$ cat config.mk
export PLATFORM = sky130hd
export DESIGN_NAME = oag_operand_address_generator
export DESIGN_NICKNAME = d
export VERILOG_FILES = /design/src/oag_operand_address_generator.v /design/src/oag_step.v
export VERILOG_INCLUDE_DIRS = /design/src /design/src/src
export SDC_FILE = /design/constraint.sdc
export NUM_CORES = 1
export LEC_CHECK = 0
export BUFFER_PORTS_ARGS = -buffer_cell sky130_fd_sc_hd__clkbuf_2
export CORE_AREA = 2 2 203 125
export CTS_BUF_LIST = sky130_fd_sc_hd__clkbuf_4 sky130_fd_sc_hd__clkbuf_8 sky130_fd_sc_hd__clkbuf_16
export CTS_CLUSTER_DIAMETER = 40
export CTS_CLUSTER_SIZE = 8
export DETAILED_ROUTE_END_ITERATION = 10
export DIE_AREA = 0 0 205 127
export PLACE_DENSITY = 0.91
export SETUP_SLACK_MARGIN = 0.05
export SYNTH_ARGS = -nofsm -noshare
export SYNTH_HDL_FRONTEND = slang
export SYNTH_SLANG_ARGS = --single-unit
$ cat constraint.sdc
create_clock -name clk -period 11.83 [get_ports clk]
set_clock_uncertainty 0.05 [all_clocks]
set_input_delay 1.183 -clock clk [delete_from_list [all_inputs] [get_ports clk]]
set_output_delay 1.183 -clock clk [all_outputs]
set_load 0.01 [all_outputs]
$ cat src/oag_consts.vh
// constants for the operand address generator
// assumes a 16-bit word memory with a simple request/ready handshake
`ifndef OAG_CONSTS_VH
`define OAG_CONSTS_VH
`define OAG_REG_LSB      0
`define OAG_REG_MSB      2
`define OAG_MODE_LSB     3
`define OAG_MODE_MSB     5
`define OAG_DEFER_BIT    3
`define OAG_MODE_REG     3'h0
`define OAG_MODE_REGDEF  3'h1
`define OAG_MODE_AINC    3'h2
`define OAG_MODE_AINCDEF 3'h3
`define OAG_MODE_ADEC    3'h4
`define OAG_MODE_ADECDEF 3'h5
`define OAG_MODE_IDX     3'h6
`define OAG_MODE_IDXDEF  3'h7
`define OAG_SP_SEL       3'h6
`define OAG_PC_SEL       3'h7
`define OAG_STEP_BYTE    16'h0001
`define OAG_STEP_WORD    16'h0002
`define OAG_LOW_BYTE     7:0
`define OAG_HIGH_BYTE    15:8
`define OAG_RESET_WORD   16'h0000
`endif

$ cat src/oag_operand_address_generator.v
// operand address generator: register file, specifier decode, memory sequencing
// assumes a memory that answers each request with memReady, possibly many cycles later
// What this block does
// - byte operation on a register touches only its low byte
// - autoincrement uses current register as address, advances it afterward
// - step one for bytes, two for words, always two for sp/pc and for deferred modes
// - access addressed by the register completes before the autoincrement pointer update
// - autodecrement lowers register first, then uses the new value
// - index mode adds register to following index word
// - index word fetched from word after instruction before address formed
// - index modes leave index word and register unchanged
// - register deferred uses register as address, register unchanged
// - autoincrement deferred reads pointer word, then adds two
// - autodecrement deferred subtracts two, then reads pointer word
// - index deferred reads pointer word at register plus index
// - result goes to destination location, source left untouched
// - low three bits pick register, upper three the mode, bit three deferred
// - stack pointer always steps by two
// - index word and autoincrement fetches through pc advance pc by two
`include "oag_consts.vh"
`default_nettype none
module oag_operand_address_generator
#(
    parameter WIDTH = 16
)
(
    input  wire             clk,
    input  wire             rstn,
    input  wire             start,
    input  wire             twoOperand,
    input  wire             byteOp,
    input  wire [5:0]       srcSpec,
    input  wire [5:0]       dstSpec,
    input  wire             resultValid,
    input  wire [WIDTH-1:0] resultData,
    input  wire             pcLoad,
    input  wire [WIDTH-1:0] pcLoadValue,
    output reg              memReq,
    output reg              memWrite,
    output reg              memByte,
    output reg  [WIDTH-1:0] memAddr,
    output reg  [WIDTH-1:0] memWdata,
    input  wire [WIDTH-1:0] memRdata,
    input  wire             memReady,
    output reg              busy,
    output reg              srcValid,
    output reg  [WIDTH-1:0] srcOperand,
    output reg  [WIDTH-1:0] dstOperand,
    output reg              done,
    output wire [WIDTH-1:0] pcValue,
    output wire [WIDTH-1:0] spValue
);
    localparam ST_IDLE  = 3'h0;
    localparam ST_IDXW  = 3'h1;
    localparam ST_PTR   = 3'h2;
    localparam ST_OPND  = 3'h3;
    localparam ST_WAITR = 3'h4;
    localparam ST_WRITE = 3'h5;
    localparam ST_DONE  = 3'h6;
    reg [WIDTH-1:0] gpr [0:7];
    reg [2:0]       state_reg;
    reg             phase_reg;     // 0 source, 1 destination
    reg [WIDTH-1:0] ea_reg;
    reg [WIDTH-1:0] dstEa_reg;
    reg             dstInReg_reg;
    reg [2:0]       dstRegSel_reg;
    wire [5:0] spec    = phase_reg ? dstSpec : srcSpec;
    wire [2:0] regSel  = spec[`OAG_REG_MSB:`OAG_REG_LSB];
    wire [2:0] mode    = spec[`OAG_MODE_MSB:`OAG_MODE_LSB];
    wire       deferred = spec[`OAG_DEFER_BIT];
    wire [15:0] step;
    wire [WIDTH-1:0] regVal = gpr[regSel];
    wire [WIDTH-1:0] pcWord = gpr[`OAG_PC_SEL];
    assign pcValue = gpr[`OAG_PC_SEL];
    assign spValue = gpr[`OAG_SP_SEL];
    oag_step u_step
    (
        .mode   (mode),
        .regSel (regSel),
        .byteOp (byteOp),
        .step   (step)
    );
    // register-file write port, one per cycle
    reg             wrEn;
    reg [2:0]       wrSel;
    reg [WIDTH-1:0] wrVal;
    reg             pcBump;
    integer i;
    always @(posedge clk)
    begin
        if (!rstn)
        begin
            for (i = 0; i < 8; i = i + 1)
                gpr[i] <= `OAG_RESET_WORD;
        end
        else
        begin
            if (pcLoad && !busy)
                gpr[`OAG_PC_SEL] <= pcLoadValue;
            else if (pcBump)
                gpr[`OAG_PC_SEL] <= pcWord + `OAG_STEP_WORD;
            if (wrEn && !(pcBump && wrSel == `OAG_PC_SEL))
                gpr[wrSel] <= wrVal;
        end
    end
    // first-cycle action per specifier: decrement, register read, or fetch request
    task startSpec;
        begin
            if (mode == `OAG_MODE_REG)
            begin
                ea_reg <= {{(WIDTH-3){1'b0}}, regSel};
                finishSpec(1'b1, regVal);
            end
            else if (mode == `OAG_MODE_IDX || mode == `OAG_MODE_IDXDEF)
            begin
                memReq   <= 1'b1;
                memByte  <= 1'b0;
                memAddr  <= pcWord;
                state_reg <= ST_IDXW;
            end
            else
            begin
                if (mode == `OAG_MODE_ADEC || mode == `OAG_MODE_ADECDEF)
                    ea_reg <= regVal - step;
                else
                    ea_reg <= regVal;
                memReq    <= 1'b1;
                memByte   <= deferred ? 1'b0 : byteOp;
                memAddr   <= (mode == `OAG_MODE_ADEC || mode == `OAG_MODE_ADECDEF)
                             ? regVal - step : regVal;
                state_reg <= (deferred && mode != `OAG_MODE_REGDEF) ? ST_PTR : ST_OPND;
                if (mode == `OAG_MODE_REGDEF)
                    memByte <= byteOp;
            end
        end
    endtask
    task finishSpec;
        input             inReg;
        input [WIDTH-1:0] value;
        begin
            if (!phase_reg)
            begin
                srcOperand <= value;
                srcValid   <= 1'b1;
                if (twoOperand)
                    phase_reg <= 1'b1;
                else
                begin
                    dstOperand    <= value;
                    dstInReg_reg  <= inReg;
                    dstRegSel_reg <= regSel;
                    state_reg     <= ST_WAITR;
                end
            end
            else
            begin
                dstOperand    <= value;
                dstInReg_reg  <= inReg;
                dstRegSel_reg <= regSel;
                state_reg     <= ST_WAITR;
            end
        end
    endtask
    always @*
    begin
        wrEn   = 1'b0;
        wrSel  = regSel;
        wrVal  = regVal;
        pcBump = 1'b0;
        if (state_reg == ST_IDLE && busy)
        begin
            if (mode == `OAG_MODE_ADEC || mode == `OAG_MODE_ADECDEF)
            begin
                wrEn  = 1'b1;
                wrVal = regVal - step;
            end
        end
        else if (state_reg == ST_IDXW && memReady)
            pcBump = 1'b1;
        else if ((state_reg == ST_PTR || state_reg == ST_OPND) && memReady
                 && (mode == `OAG_MODE_AINC || mode == `OAG_MODE_AINCDEF)
                 && !(state_reg == ST_OPND && mode == `OAG_MODE_AINCDEF))
        begin
            wrEn  = 1'b1;
            wrVal = regVal + step;
        end
        else if (state_reg == ST_WRITE && dstInReg_reg && resultValid)
        begin
            wrEn  = 1'b1;
            wrSel = dstRegSel_reg;
            wrVal = byteOp ? {gpr[dstRegSel_reg][`OAG_HIGH_BYTE], resultData[`OAG_LOW_BYTE]}
                           : resultData;
        end
    end
    always @(posedge clk)
    begin
        if (!rstn)
        begin
            state_reg     <= ST_IDLE;
            phase_reg     <= 1'b0;
            ea_reg        <= `OAG_RESET_WORD;
            dstEa_reg     <= `OAG_RESET_WORD;
            dstInReg_reg  <= 1'b0;
            dstRegSel_reg <= 3'h0;
            memReq        <= 1'b0;
            memWrite      <= 1'b0;
            memByte       <= 1'b0;
            memAddr       <= `OAG_RESET_WORD;
            memWdata      <= `OAG_RESET_WORD;
            busy          <= 1'b0;
            srcValid      <= 1'b0;
            srcOperand    <= `OAG_RESET_WORD;
            dstOperand    <= `OAG_RESET_WORD;
            done          <= 1'b0;
        end
        else
        begin
            done <= 1'b0;
            case (state_reg)
                ST_IDLE:
                begin
                    if (!busy && start)
                    begin
                        busy      <= 1'b1;
                        phase_reg <= 1'b0;
                        srcValid  <= 1'b0;
                    end
                    else if (busy)
                        startSpec;
                end
                ST_IDXW:
                begin
                    if (memReady)
                    begin
                        ea_reg  <= regVal + memRdata;
                        memAddr <= regVal + memRdata;
                        memByte <= deferred ? 1'b0 : byteOp;
                        state_reg <= deferred ? ST_PTR : ST_OPND;
                    end
                end
                ST_PTR:
                begin
                    if (memReady)
                    begin
                        ea_reg    <= memRdata;
                        memAddr   <= memRdata;
                        memByte   <= byteOp;
                        state_reg <= ST_OPND;
                    end
                end
                ST_OPND:
                begin
                    if (memReady)
                    begin
                        memReq <= 1'b0;
                        if (phase_reg || !twoOperand)
                            dstEa_reg <= ea_reg;
                        finishSpec(1'b0, byteOp ? {8'h00, memRdata[`OAG_LOW_BYTE]} : memRdata);
                        if (!phase_reg && twoOperand)
                            state_reg <= ST_IDLE;
                    end
                end
                ST_WAITR:
                    state_reg <= ST_WRITE;
                ST_WRITE:
                begin
                    if (resultValid)
                    begin
                        if (dstInReg_reg)
                            state_reg <= ST_DONE;
                        else
                        begin
                            memReq   <= 1'b1;
                            memWrite <= 1'b1;
                            memByte  <= byteOp;
                            memAddr  <= dstEa_reg;
                            memWdata <= resultData;
                            state_reg <= ST_DONE;
                        end
                    end
                end
                ST_DONE:
                begin
                    if (!memReq || memReady)
                    begin
                        memReq    <= 1'b0;
                        memWrite  <= 1'b0;
                        busy      <= 1'b0;
                        srcValid  <= 1'b0;
                        done      <= 1'b1;
                        state_reg <= ST_IDLE;
                    end
                end
                default:
                    state_reg <= ST_IDLE;
            endcase
        end
    end
endmodule
`default_nettype wire

$ cat src/oag_step.v
// pointer step size for one operand specifier
// assumes mode and register select come from a decoded specifier
`include "oag_consts.vh"
`default_nettype none
module oag_step
(
    input  wire [2:0]  mode,
    input  wire [2:0]  regSel,
    input  wire        byteOp,
    output wire [15:0] step
);
    wire forceWord;
    // sp/pc and deferred modes always step whole words
    assign forceWord = (regSel == `OAG_SP_SEL) || (regSel == `OAG_PC_SEL)
                       || mode[0];
    assign step = (byteOp && !forceWord) ? `OAG_STEP_BYTE : `OAG_STEP_WORD;
endmodule
`default_nettype wire

==> results.ini <==
[cts]
cts.sinks = 241
htree_levels = 2
cts_buffers = 37
cts_tree = built
insertion_delay_ps = 550
clkSlewWorstSetupHoldPaths_ps = 50
cts_max_path_buffers = 3
cts.repair.resized = 0
cts_hold_buf = 0
cts_root_buf = clkbuf_16
postCtsSetupBuffers = 0

[yosys]
synth_top_family_by_area = compound AO/OA/AOI/OAI gates
synth.mux.area_fraction_pct = 6.160
ys_warn_count = 0
ys_seq_elements = 241
syn_area_per_cell_um2 = 9.045
ys_types = 95
synth_fa_ha_area_share_pct = 2.170
synth_area_um2 = 14300
synth_edf_count = 128
synth-simple-area-share_pct = 20.36
synth-async-reset-ratio_pct = 0
seq_area_frac_synth_pct = 42.70
netlist_instances = 1581
synth_xor_area_share_pct = 2.616
synth_ff_type = edfxtp_1
syn_nets = 1672
synth_compound_area_share_pct = 21.77

[global_routing]
antenna_found_initial = 3
grt_overflow_total = 0
grt_pass1_wl_um = 78980
grt_usage_pct = 40.69
grt_pass1_vias = 13010
grt_max_degree = 80

[power]
p_sw_mw = 1.554
p_leak_nw = 6.268
powerDensity_nw_per_um2 = 222.4
seq_power_share_pct = 30.3
p_int_mw = 2.087
power_mw = 3.641
power.share.switching_pct = 42.68
pwr-share-comb_pct = 41.9
peakVddDrop_v = 0.0001345
p_clk_share_pct = 27.9

[worst_hold_path]
hold_class = reg -> reg

[critical_path]
critPathMostFrequentCell = mux2i_1
path_cells = clkbuf_2 > mux2i_1 > mux4_2 > mux2i_1 > inv_1 > ha_1 > a21o_1 > nand2_1 > nor4_2 > nor4_1 > a211oi_2 > o221ai_1
slowest_delay_ps = 1050
required_ps = 12020
crit_buf_inv = 2
start_kind = input port
endpoint_kind = register
cpMaxStageDelayCell = a211oi_2
critical_path_class = in -> reg
cpLargestDelayFamily = multiplexers
arrival_ps = 6690
cp_max_fo = 32

[sta]
max_freq_mhz = 153.7
final_hold_viol_count = 0
slew_violations = 0
setup_ws_ps = 5322
rsz0062_at_grt = false
period_minus_slack_ps = 6508
period_share_pct = 55.01
slew_headroom_pct = 17.16
fin_tns_setup_ps = 0
tightest_slew_ps = 1240
setup_violations = 0

[floorplan]
placementRows = 44
io_pins = 170
initial_core_util_pct = 59.58
dieArea_um2 = 26040
core_area_um2 = 24000
die_height_um = 127
die_w_um = 205

[route]
wl_per_cell_um = 26.29
drt_wl_total_um = 53900
drc = 0
vias = 14320
viasPerCell = 6.986
first_pass_iters = 8
ant_nets = 0
initialDrtViolationCount = 2477

[placement]
dp_hpwl_um = 37820
portBuffers = 169
place.gp.congestion = 1.057
pre_cts_ws_ps = 5073

[status]
status = completed

[layout]
final_nets = 1795
syn2layout_area_growth_pct = 14.51
top_register = gpr
drive_gt1_share_pct = 20.35
largest_reg_flops = 128

[job]
cap_violations = 0

stage by stage:
step                cell area, µm²  hold WS, ps  cells  util (%)
finish                       16370        404.2   2050     68.22
global route                 16370        416.7   2047     68.19
CTS                          16370        401.8   2047     68.19
detailed placement           15250        395.0   1987     63.54
global placement             15250        383.0   1987     63.54
floorplan                    14300        378.7   1581         -
power groups by stage:
stage | sequential (mW) | clock (mW) | combinational (mW)
after global placement | 1.10 | 0 | 1.41
final | 1.10 | 1.01 | 1.52
after CTS | 1.09 | 1.01 | 1.44
after global routing | 1.10 | 1.04 | 1.59
after floorplan | 1.06 | 0 | 0.999
after detailed placement | 1.10 | 0 | 1.43
metal layers:
| metal | routed length (µm) | share of wire [%] | GRT usage [%] | up-vias |
|---|---|---|---|---|
| li1 | - | - | - | 6038 |
| met1 | 20400 | 38 | 56.92 | 6696 |
| met2 | 20610 | 38 | 53.34 | 1355 |
| met3 | 10900 | 20 | 21.89 | 227 |
| met4 | 1921 | 3.6 | 13.12 | 6 |
| met5 | 64 | 0.12 | 0 | - |
worst register-to-register path, cell delays in order, from the launching register on:
cell and delay [ps]:
dfxtp_2 430, buf_4 620, nand2_1 330, nand2_1 490, mux2i_1 710, inv_1 260, ha_1 390, a21o_1 200
nand2_1 110, nor4_2 740, nor4_1 140, a211oi_2 1050, o221ai_1 260
cell usage after synthesis (18+ instances only):
cell type / n / share of area, %
clkbuf_1: 79 / 2.1
o21ai_0: 90 / 3.1
nor2b_1: 38 / 1.7
ha_1: 20 / 1.7
dfxtp_1: 113 / 16
o211ai_1: 18 / 0.94
nand3_1: 28 / 0.98
mux2i_1: 18 / 1.3
a21oi_1: 150 / 5.2
nor3_1: 23 / 0.80
nand2_1: 219 / 5.7
nor2_1: 221 / 5.8
buf_2: 18 / 0.63
mux4_2: 27 / 4.3
inv_1: 30 / 0.79
xnor2_1: 25 / 1.5
edfxtp_1: 128 / 27
a211oi_1: 37 / 1.9
logic make-up (layout without fill, tap and decap cells):
| logic type | count (synthesis) | in the layout |
|---|---|---|
| XOR/XNOR | 41 | 41 |
| AO/OA/AOI/OAI | 456 | 456 |
| AND/OR/NAND/NOR | 626 | 626 |
| buffers and inverters | 141 | 285 |
| flip-flops | 241 | 241 |
| multiplexers | 53 | 53 |
| adder cells (fa/ha/maj) | 23 | 23 |
| other | 0 | 3 |
layout by cell type (no fill, tap or decap), types with 13 or more instances in the layout:
master and count:
nor2_1 221, nand2_1 219, clkbuf_2 169, a21oi_1 150, edfxtp_1 128, dfxtp_1 112, o21ai_0 90, nor2b_1 37
a211oi_1 37, clkbuf_16 37, inv_1 30, nand3_1 28, mux4_2 27, xnor2_1 25, buf_4 24, nor3_1 23
ha_1 20, mux2i_1 18, o211ai_1 18, a221oi_1 17, a31oi_1 15, clkbuf_4 15, and3_1 14, xor2_1 14
nand2b_1 13, or2_2 13
layout make-up:
type | count | area (µm²)
antenna | 3 | 7.507
clock buffer | 53 | 1052
clock inverter | 7 | 62.56
fill | 1911 | 7629
inverter | 32 | 120.1
multi-input combinational | 1199 | 7596
sequential | 241 | 6107
tap | 322 | 402.9
timing repair buffer | 193 | 1026
worst paths after layout:
check	start	slack (ps)	depth (start not counted)	end
max	srcSpec[1]	5320	12	gpr[7][5]$_DFFE_PP_
min	srcOperand[6]$_SDFFE_PN0P_	400	2	srcOperand[6]$_SDFFE_PN0P_
max reg2reg	phase_reg$_SDFFE_PN0P_	5750	12	gpr[7][5]$_DFFE_PP_
min reg2reg	srcOperand[6]$_SDFFE_PN0P_	400	2	srcOperand[6]$_SDFFE_PN0P_
No activity file was read; power rests on OpenSTA's default activity.
